$ cat src/core/ctsr_pkg.sv
// constants shared by the transmit status and error counter block
package ctsr_pkg;

   // ==================================================================
   // register indices (word address = index on the register port)
   localparam logic [2:0] IDX_TX_FIFO_IRQ_PENDING_VECTOR    = 3'h0;
   localparam logic [2:0] IDX_TX_ATTEMPT_IRQ_PENDING_VECTOR = 3'h1;
   localparam logic [2:0] IDX_SEND_REQUEST_VECTOR           = 3'h2;
   localparam logic [2:0] IDX_ERROR_COUNT_AND_STATE         = 3'h3;
   localparam logic [2:0] IDX_PHASE_ERROR_DIAG_COUNTERS     = 3'h4;

   // ==================================================================
   // sizes
   localparam int NUM_OBJECTS     = 32;
   localparam int FLAGS_PER_FIFO  = 4;
   localparam int NUM_DIAG_COUNT  = 4;
   localparam int BYTE_BITS       = 8;

   // ==================================================================
   // error count and state field positions
   localparam int BUS_OFF_BIT     = 21;
   localparam int TX_PASSIVE_BIT  = 20;
   localparam int RX_PASSIVE_BIT  = 19;
   localparam int TX_WARNING_BIT  = 18;
   localparam int RX_WARNING_BIT  = 17;
   localparam int ANY_WARNING_BIT = 16;
   localparam int TX_COUNT_LSB    = 8;
   localparam int RX_COUNT_LSB    = 0;

   // ==================================================================
   // diag counter lanes: lane k holds bits 8k+7..8k
   localparam int DIAG_NOM_RX = 0;
   localparam int DIAG_NOM_TX = 1;
   localparam int DIAG_DAT_RX = 2;
   localparam int DIAG_DAT_TX = 3;

   // ==================================================================
   // thresholds of the fault confinement states
   localparam logic [8:0] BUS_OFF_ABOVE   = 9'h0ff;
   localparam logic [8:0] PASSIVE_ABOVE   = 9'h07f;
   localparam logic [8:0] WARNING_ABOVE   = 9'h05f;
   localparam logic [8:0] WARNING_BELOW   = 9'h080;
   localparam logic [7:0] COUNT_SATURATE  = 8'hff;

   // ==================================================================
   // reset values
   localparam logic [31:0] ERROR_STATE_RESET = 32'h0020_0000;
   localparam logic [31:0] ZERO_WORD         = 32'h0000_0000;

endpackage

$ cat src/core/ctsr_flags_if.sv
// carrier of per-fifo flags and enables into the pending vector reducer
`timescale 1ns/1ns
interface ctsr_flags_if;
   logic [31:0][3:0] flags;
   logic [31:0][3:0] enables;
   logic [31:0]      pending;
   modport src  (output flags, output enables, input pending);
   modport calc (input flags, input enables, output pending);
endinterface

$ cat src/core/ctsr_top.sv
// transmit status vectors, send requests and error counters of the controller
`timescale 1ns/1ns

// What this block does
// - each transmit pending bit reads 1 while any enabled condition of its fifo holds.
// - pending bit is or of enabled flags, drops by itself, ignores writes.
// - bit 0 of both pending vectors stands for the priority send queue.
// - attempt vector is read only; software clears it in the fifo's own register.
// - writing 1 to send request of objects 31..1 set for transmit requests sending.
// - send request clears itself only after all queued messages were sent.
// - writing 0 to a send request bit never cancels a transmission.
// - send request writes to objects set for reception have no effect.
// - send request bit 0 belongs to the priority queue, sets and self clears.
// - bus off flag at bit 21 set while transmit error count exceeds 255.
// - bus off flag reads 1 in configuration mode and after power on.
// - transmit passive flag at bit 20 set while transmit count above 127.
// - receive passive flag at bit 19 set while receive count above 127.
// - transmit warning flag at bit 18 set while count is 96 to 127.
// - receive warning flag at bit 17 set while count is 96 to 127.
// - combined warning flag at bit 16 is or of both warning flags.
// - transmit count in bits 15..8, receive count in 7..0, read only, reset 0.
// - diag register holds data phase transmit and receive counters in upper half.
// - diag register holds nominal phase transmit and receive counters in lower half.
module ctsr_top
   import ctsr_pkg::*;
(
   input  wire  logic         CLOCK,
   input  wire  logic         NRST,
   input  wire  logic         CE,
   input  wire  logic [2:0]   REG_ADDR,
   input  wire  logic         REG_WR,
   input  wire  logic         REG_RD,
   input  wire  logic [3:0]   REG_BE,
   input  wire  logic [31:0]  REG_WDATA,
   output var   logic [31:0]  REG_RDATA,
   output var   logic         REG_RVALID,
   output var   logic         REG_ERR,
   input  wire  logic [127:0] FIFO_FLAGS,
   input  wire  logic [127:0] FIFO_IRQ_EN,
   input  wire  logic [31:0]  FIFO_ATTEMPT_FLAG,
   input  wire  logic [31:0]  ATTEMPT_IRQ_EN,
   input  wire  logic [31:1]  TX_OBJECT_SELECT,
   input  wire  logic [31:0]  OBJECT_SENT,
   input  wire  logic         CONFIG_MODE,
   input  wire  logic [8:0]   TX_ERROR_COUNT_IN,
   input  wire  logic [7:0]   RX_ERROR_COUNT_IN,
   input  wire  logic [3:0]   DIAG_ERR_EVENT,
   output var   logic [31:0]  SEND_REQUEST,
   output var   logic [31:0]  TX_FIFO_IRQ_PENDING,
   output var   logic [31:0]  TX_ATTEMPT_IRQ_PENDING,
   output var   logic         BUS_OFF,
   output var   logic         ANY_WARNING
);

   // ==================================================================
   // helpers

   // expands byte enables into a bit mask
   function automatic logic [31:0] lane_mask(input logic [3:0] be);
      logic [31:0] m;
      m = ZERO_WORD;
      for (int k = 0; k < 4; k++) begin
         m[k*BYTE_BITS +: BYTE_BITS] = {BYTE_BITS{be[k]}};
      end
      return m;
   endfunction

   // counters stop at full scale instead of wrapping to zero
   function automatic logic [7:0] sat_inc(input logic [7:0] v);
      if (v == COUNT_SATURATE) begin
         return v;
      end
      return v + 8'h01;
   endfunction

   // a register index this block answers to
   function automatic logic is_mapped(input logic [2:0] idx);
      return idx <= IDX_PHASE_ERROR_DIAG_COUNTERS;
   endfunction

   // ==================================================================
   // pending vector reduction

   ctsr_flags_if fl_if ();

   assign fl_if.flags   = FIFO_FLAGS;
   assign fl_if.enables = FIFO_IRQ_EN;

   ctsr_pend_or u_pend_or (
      .fl (fl_if.calc)
   );

   logic [31:0] tx_fifo_irq_pending_vector;
   logic [31:0] tx_attempt_irq_pending_vector;
   logic [31:0] next_tx_fifo_irq_pending_vector;
   logic [31:0] next_tx_attempt_irq_pending_vector;

   always_comb begin
      next_tx_fifo_irq_pending_vector    = fl_if.pending;
      next_tx_attempt_irq_pending_vector = FIFO_ATTEMPT_FLAG & ATTEMPT_IRQ_EN;
      if (!CE) begin
         next_tx_fifo_irq_pending_vector    = tx_fifo_irq_pending_vector;
         next_tx_attempt_irq_pending_vector = tx_attempt_irq_pending_vector;
      end
   end

   always_ff @(posedge CLOCK or negedge NRST) begin
      if (!NRST) begin
         tx_fifo_irq_pending_vector    <= ZERO_WORD;
         tx_attempt_irq_pending_vector <= ZERO_WORD;
      end else begin
         tx_fifo_irq_pending_vector    <= next_tx_fifo_irq_pending_vector;
         tx_attempt_irq_pending_vector <= next_tx_attempt_irq_pending_vector;
      end
   end

   // ==================================================================
   // register write decode

   logic        wr_ok;
   logic [31:0] wr_bits;

   assign wr_ok   = CE && REG_WR && is_mapped(REG_ADDR);
   assign wr_bits = REG_WDATA & lane_mask(REG_BE);

   // ==================================================================
   // send requests

   logic [31:0] send_request_vector;
   logic [31:0] next_send_request_vector;
   logic [31:0] tx_capable;
   logic [31:0] sw_set;

   // the priority send queue always transmits
   assign tx_capable = {TX_OBJECT_SELECT, 1'b1};

   always_comb begin
      sw_set = ZERO_WORD;
      if (wr_ok && REG_ADDR == IDX_SEND_REQUEST_VECTOR) begin
         sw_set = wr_bits & tx_capable;
      end
      // zeros never clear
      // a set in the same cycle as completion wins, so a new request is kept
      next_send_request_vector = (send_request_vector & ~OBJECT_SENT) | sw_set;
      if (!CE) begin
         next_send_request_vector = send_request_vector;
      end
   end

   always_ff @(posedge CLOCK or negedge NRST) begin
      if (!NRST) begin
         send_request_vector <= ZERO_WORD;
      end else begin
         send_request_vector <= next_send_request_vector;
      end
   end

   // ==================================================================
   // error counts and fault confinement state

   logic [31:0] error_count_and_state;
   logic [31:0] next_error_count_and_state;
   logic        tx_warn;
   logic        rx_warn;
   logic [8:0]  rx_wide;

   assign rx_wide = {1'b0, RX_ERROR_COUNT_IN};

   always_comb begin
      next_error_count_and_state = ZERO_WORD;
      tx_warn = TX_ERROR_COUNT_IN > WARNING_ABOVE && TX_ERROR_COUNT_IN < WARNING_BELOW;
      rx_warn = rx_wide > WARNING_ABOVE && rx_wide < WARNING_BELOW;
      next_error_count_and_state[BUS_OFF_BIT] =
         (TX_ERROR_COUNT_IN > BUS_OFF_ABOVE) || CONFIG_MODE;
      next_error_count_and_state[TX_PASSIVE_BIT] = TX_ERROR_COUNT_IN > PASSIVE_ABOVE;
      next_error_count_and_state[RX_PASSIVE_BIT] = rx_wide > PASSIVE_ABOVE;
      next_error_count_and_state[TX_WARNING_BIT] = tx_warn;
      next_error_count_and_state[RX_WARNING_BIT] = rx_warn;
      next_error_count_and_state[ANY_WARNING_BIT] = tx_warn || rx_warn;
      // counts mirrored
      // beyond 255 the 8-bit field pins at full scale rather than wrapping
      if (TX_ERROR_COUNT_IN > BUS_OFF_ABOVE) begin
         next_error_count_and_state[TX_COUNT_LSB +: BYTE_BITS] = COUNT_SATURATE;
      end else begin
         next_error_count_and_state[TX_COUNT_LSB +: BYTE_BITS] =
            TX_ERROR_COUNT_IN[BYTE_BITS-1:0];
      end
      next_error_count_and_state[RX_COUNT_LSB +: BYTE_BITS] = RX_ERROR_COUNT_IN;
      if (!CE) begin
         next_error_count_and_state = error_count_and_state;
      end
   end

   always_ff @(posedge CLOCK or negedge NRST) begin
      if (!NRST) begin
         error_count_and_state <= ERROR_STATE_RESET;
      end else begin
         error_count_and_state <= next_error_count_and_state;
      end
   end

   // ==================================================================
   // phase error diagnostic counters, one byte lane each

   logic [31:0] phase_error_diag_counters;
   logic [31:0] next_phase_error_diag_counters;
   logic        diag_wr;

   assign diag_wr = wr_ok && REG_ADDR == IDX_PHASE_ERROR_DIAG_COUNTERS;

   genvar k;
   generate
      for (k = 0; k < NUM_DIAG_COUNT; k++) begin : g_diag
         always_comb begin
            // count or overwrite
            // a software write wins over an error in the same cycle
            next_phase_error_diag_counters[k*BYTE_BITS +: BYTE_BITS] =
               phase_error_diag_counters[k*BYTE_BITS +: BYTE_BITS];
            if (CE) begin
               if (diag_wr && REG_BE[k]) begin
                  next_phase_error_diag_counters[k*BYTE_BITS +: BYTE_BITS] =
                     REG_WDATA[k*BYTE_BITS +: BYTE_BITS];
               end else if (DIAG_ERR_EVENT[k]) begin
                  next_phase_error_diag_counters[k*BYTE_BITS +: BYTE_BITS] =
                     sat_inc(phase_error_diag_counters[k*BYTE_BITS +: BYTE_BITS]);
               end
            end
         end
      end
   endgenerate

   always_ff @(posedge CLOCK or negedge NRST) begin
      if (!NRST) begin
         phase_error_diag_counters <= ZERO_WORD;
      end else begin
         phase_error_diag_counters <= next_phase_error_diag_counters;
      end
   end

   // ==================================================================
   // read path, answer one cycle after the request

   logic [31:0] next_rdata;
   logic        next_rvalid;
   logic        next_err;

   always_comb begin
      next_rdata  = ZERO_WORD;
      next_rvalid = 1'b0;
      next_err    = 1'b0;
      if (CE && (REG_RD || REG_WR)) begin
         next_err = !is_mapped(REG_ADDR);
      end
      if (CE && REG_RD) begin
         next_rvalid = 1'b1;
         case (REG_ADDR)
            IDX_TX_FIFO_IRQ_PENDING_VECTOR:    next_rdata = tx_fifo_irq_pending_vector;
            IDX_TX_ATTEMPT_IRQ_PENDING_VECTOR: next_rdata = tx_attempt_irq_pending_vector;
            IDX_SEND_REQUEST_VECTOR:           next_rdata = send_request_vector;
            IDX_ERROR_COUNT_AND_STATE:         next_rdata = error_count_and_state;
            IDX_PHASE_ERROR_DIAG_COUNTERS:     next_rdata = phase_error_diag_counters;
            default:                           next_rdata = ZERO_WORD;
         endcase
      end
      if (!CE) begin
         next_rdata  = REG_RDATA;
         next_rvalid = REG_RVALID;
         next_err    = REG_ERR;
      end
   end

   always_ff @(posedge CLOCK or negedge NRST) begin
      if (!NRST) begin
         REG_RDATA  <= ZERO_WORD;
         REG_RVALID <= 1'b0;
         REG_ERR    <= 1'b0;
      end else begin
         REG_RDATA  <= next_rdata;
         REG_RVALID <= next_rvalid;
         REG_ERR    <= next_err;
      end
   end

   // ==================================================================
   // state outputs, each the flop of its register or a copy of it

   logic next_bus_off;
   logic next_any_warning;

   always_comb begin
      next_bus_off     = next_error_count_and_state[BUS_OFF_BIT];
      next_any_warning = next_error_count_and_state[ANY_WARNING_BIT];
   end

   always_ff @(posedge CLOCK or negedge NRST) begin
      if (!NRST) begin
         BUS_OFF     <= ERROR_STATE_RESET[BUS_OFF_BIT];
         ANY_WARNING <= 1'b0;
      end else begin
         BUS_OFF     <= next_bus_off;
         ANY_WARNING <= next_any_warning;
      end
   end

   always_comb begin
      SEND_REQUEST           = send_request_vector;
      TX_FIFO_IRQ_PENDING    = tx_fifo_irq_pending_vector;
      TX_ATTEMPT_IRQ_PENDING = tx_attempt_irq_pending_vector;
   end

endmodule

$ cat src/core/ctsr_pend_or.sv
// per-fifo or-reduction of enabled interrupt flags
`timescale 1ns/1ns
module ctsr_pend_or
   import ctsr_pkg::*;
(
   ctsr_flags_if.calc fl
);
   // ==================================================================
   // one pending bit per fifo, bit 0 is the priority send queue
   genvar i;
   generate
      for (i = 0; i < NUM_OBJECTS; i++) begin : g_fifo
         assign fl.pending[i] = |(fl.flags[i] & fl.enables[i]);
      end
   endgenerate
endmodule

$ cat config.mk
export PLATFORM = sky130hd
export DESIGN_NAME = ctsr_top
export DESIGN_NICKNAME = d
export VERILOG_FILES = /design/src/core/ctsr_pkg.sv /design/src/core/ctsr_flags_if.sv /design/src/core/ctsr_top.sv /design/src/core/ctsr_pend_or.sv
export SDC_FILE = /design/constraint.sdc
export NUM_CORES = 1
export LEC_CHECK = 0
export BUFFER_PORTS_ARGS = -buffer_cell sky130_fd_sc_hd__buf_4
export CELL_PAD_IN_SITES_DETAIL_PLACEMENT = 2
export CELL_PAD_IN_SITES_GLOBAL_PLACEMENT = 2
export CORE_AREA = 3 3 222 224
export DETAILED_ROUTE_END_ITERATION = 12
export DIE_AREA = 0 0 225 227
export PLACE_DENSITY_LB_ADDON = 0.3
export SETUP_SLACK_MARGIN = 0.1
export SYNTH_ARGS = -nofsm -noshare
export SYNTH_HDL_FRONTEND = slang
export SYNTH_SLANG_ARGS = --single-unit
$ cat constraint.sdc
create_clock -name CLOCK -period 2.2 [get_ports CLOCK]
set_input_delay 0.22 -clock CLOCK [delete_from_list [all_inputs] [get_ports CLOCK]]
set_output_delay 0.22 -clock CLOCK [all_outputs]
set_load 0.005 [all_outputs]
==> key figures <==
Status
  • Outcome: completed

Floorplan
  • Die Ht: 227 microns
  • Ports: 581
  • Rows: 80
  • Die ar.: ~51000 sq um
  • DIE WIDTH: about 230 microns
  • Core area: 47500 sq um
  • Initial core utilization: approximately a fifth

Logic synthesis
  • Post-synth EDFFs: 0
  • Seq cells post-synth: roughly 180
  • Mapped Nets: 1361
  • Synthesized instance count: around 910
  • Synth Cell Area: 9490 sq um
  • Mean Syn Cell Area: 10.5 sq um
  • Post-synthesis sequential area ratio: 48.5%
  • Ys flop type: dfrtp_1
  • Count of cell types in the netlist: 63
  • Ys Warns: 0
  • Ys async rst share: 100%

Layout
  • Commonest non-fill, non-tap cell in the layout: buf_4
  • Layout cells sized above 1: 41.4%
  • Non-filler instance count after layout: 2249
  • Area growth syn-to-layout: 76.1%
  • Number of diodes: 0
  • Commonest cells after routing, fill and taps aside: buf_4, dfrtp_1, dlygate4sd3_1
  • Number of nets in the layout: 2075

STA
  • Tightest Pin Transition: 1.15 ns
  • RSZ-0062 raised after global routing: no
  • TNS Setup: 0 ns
  • Hold Vio Cnt, Final: 0
  • Rel. slew slack: 23.5%
  • Setup violations, final: 0
  • Final period util: 88.1%
  • Max Fclk: ~0.52 GHz
  • Period minus WS final: just under 2 ns
  • Fin. max-slew vios: 0
  • Clock skew: roughly 0.01 ns

Setup path
  • Reg-to-Reg Start: phase_error_diag_counters[24]
  • Worst-path fanout max: 6
  • Startpoint types: register
  • Cells along the critical path: ha_1 -> and3_4 -> a311o_1 -> or4b_1 -> nand3_1
  • Worst Setup EP: phase_error_diag_counters[29]
  • R2R Path End: phase_error_diag_counters[29]
  • Crit path max-delay cell type: or4b_1
  • Setup Crit Path Kind: reg -> reg
  • Delay of the slowest critical-path stage: 0.47 ns
  • FF-to-FF setup slack: around 0.26 ns
  • Critical Path End Type: register
  • Critical path startpoint: phase_error_diag_counters[24]
  • Worst endpoint required time: around 2.6 ns
  • Worst Path Arrival: 2.36 ns
  • Reg2Reg Depth: 5

Detailed routing
  • Drt initial violations: approximately 440
  • DRC violations left: 0
  • Routed Wire Length: 49.5 mm
  • DRT Pass-1 Iters: 4
  • Via/cell ratio: 4.74
  • Drt wl/cell: 22.0 microns
  • Final ANT Viol Nets: 0
  • Via count: 10700

CTS
  • Clk pin slew, worst setup/hold paths: 0.07 ns
  • Clock sink total: 184
  • TritonCTS clock tree: yes
  • Clock tree buffer depth: 2
  • Post-CTS setup buffers: 0
  • CTS H-Tree Depth: 4
  • Clk Latency, worst-skew pair: between 0.4 and 0.5 ns
  • CTS Buf Count: 17
  • Root buffer cell: clkbuf_16

GRT
  • Vias in the first global route: between 10000 and 15000
  • Initial antenna violation count: 1
  • Gr usage total: a little under a fifth
  • First-pass GRT wire length: ~74 mm
  • Largest net degree at the start of global routing: 130
  • Global route overflow: 0

Power and ir drop
  • PD cells: a little under 600 nW/um^2
  • Peak supply drop: 500 uV
  • Leak pwr: 7.70 nW
  • Total power: 9.91 mW

Flow run
  • Maxcap violations: 0

Place
  • HPWL Detailed: 36.5 mm
  • # port buffers: a little under 600
  • Final GP Congestion: 0.759
  • Placed cell count: 2062

Worst hold path
  • HP Class: in -> reg
  • HP Start: ATTEMPT_IRQ_EN[18]
==> per-layer routing <==
layer	GRT usage [%]	up-vias	share of wire (%)
met5	0	-	0
met4	5.56	0	1.7
met3	4.26	36	5.6
met2	35.3	318	54
met1	21.7	5397	39
li1	-	4908	-
==> worst max-delay path: cells and delay by family, from the launching register on <==
kind	cells	cell delay, ns
fa+ha+maj	1	0.32
compound gates	1	0.35
simple gates	3	0.77
flops	1	0.44
==> cell families (layout without fill, tap and decap cells) <==
group / count (synthesis) / count (layout) / synth area share (%)
compound gates: 293 / 293 / 23.0
xor+xnor: 2 / 2 / 0.185
fa+ha+maj: 4 / 4 / 0.527
buf+inv: 101 / 827 / 4.68
flops: 184 / 184 / 48.5
mux: 42 / 42 / 7.42
simple gates: 282 / 282 / 15.7
==> state kept, by name, indices dropped and copies added, names as in the netlist <==
signal / flops
REG_ERR: 1
REG_RDATA: 32
REG_RVALID: 1
SEND_REQUEST: 32
TX_ATTEMPT_IRQ_PENDING: 32
TX_FIFO_IRQ_PENDING: 32
error_count_and_state: 22
phase_error_diag_counters: 32
==> power breakdown <==
group | switching (mW) | internal (mW)
Clock | 1.43 | 1.66
Sequential | 0.528 | 3.78
Combinational | 1.03 | 1.48
==> metrics by stage <==
stage               hold WS, ns  area, sq um  setup WS, ns  utilization [%]
finish                   0.0481        16700         0.262             35.2
global route             0.0347        16700         0.166             35.2
CTS                     0.00112        16700         0.206             35.2
detailed placement        0.278        14600         0.248             30.7
global placement          0.281        14600         0.320             30.7
floorplan               -0.0756         9490         0.412                -
==> what timing repair did <==
item / in CTS / in global routing
resized for setup: 0 / 1
endpoints found under the setup margin: 0 / 4
hold buffers: 156 / 0
hold endpoints to repair: 151 / 0
==> synthesized netlist by cell type (5+ instances only) <==
| library cell | n | area, sq um |
|---|---|---|
| clkbuf_1 | 24 | 90.1 |
| a22oi_1 | 64 | 480 |
| o22ai_1 | 9 | 56.3 |
| nor3_1 | 14 | 70.1 |
| buf_2 | 27 | 135 |
| nor2_1 | 52 | 195 |
| inv_1 | 39 | 146 |
| dfrtp_1 | 183 | 4580 |
| a211oi_1 | 10 | 75.1 |
| nand2_1 | 58 | 218 |
| mux2_2 | 7 | 78.8 |
| mux4_2 | 22 | 495 |
| o22a_1 | 8 | 70.1 |
| buf_4 | 5 | 37.5 |
| a32o_1 | 31 | 310 |
| nand3_1 | 55 | 275 |
| and2_1 | 5 | 31.3 |
| o221a_2 | 6 | 67.6 |
| a21oi_1 | 8 | 40.0 |
| a31oi_1 | 38 | 238 |
| a221o_1 | 32 | 320 |
| and3_1 | 5 | 31.3 |
| mux2i_1 | 13 | 130 |
| nand4_1 | 18 | 113 |
| a21boi_0 | 7 | 52.6 |
| o21ai_0 | 62 | 310 |
| nor2b_1 | 39 | 244 |
==> worst min-delay path by stage <==
stage	endpoint	cells after the start
after global placement	TX_ATTEMPT_IRQ_PENDING[12]	1
final	TX_ATTEMPT_IRQ_PENDING[18]	3
after detailed placement	TX_ATTEMPT_IRQ_PENDING[12]	1
after global routing	phase_error_diag_counters[18]	3
after floorplan	REG_ERR	0
after CTS	TX_FIFO_IRQ_PENDING[22]	3
==> area by class of cell <==
cell class / instances / area (sq um)
inverter: 39 / 146
timing repair buffer: 757 / 6170
clock inverter: 8 / 71.3
sequential: 184 / 4610
multi-input combinational: 623 / 4460
tap: 615 / 769
clock buffer: 23 / 488
fill: 5185 / 30800
Note: power is estimated with default switching activity, not from simulation.
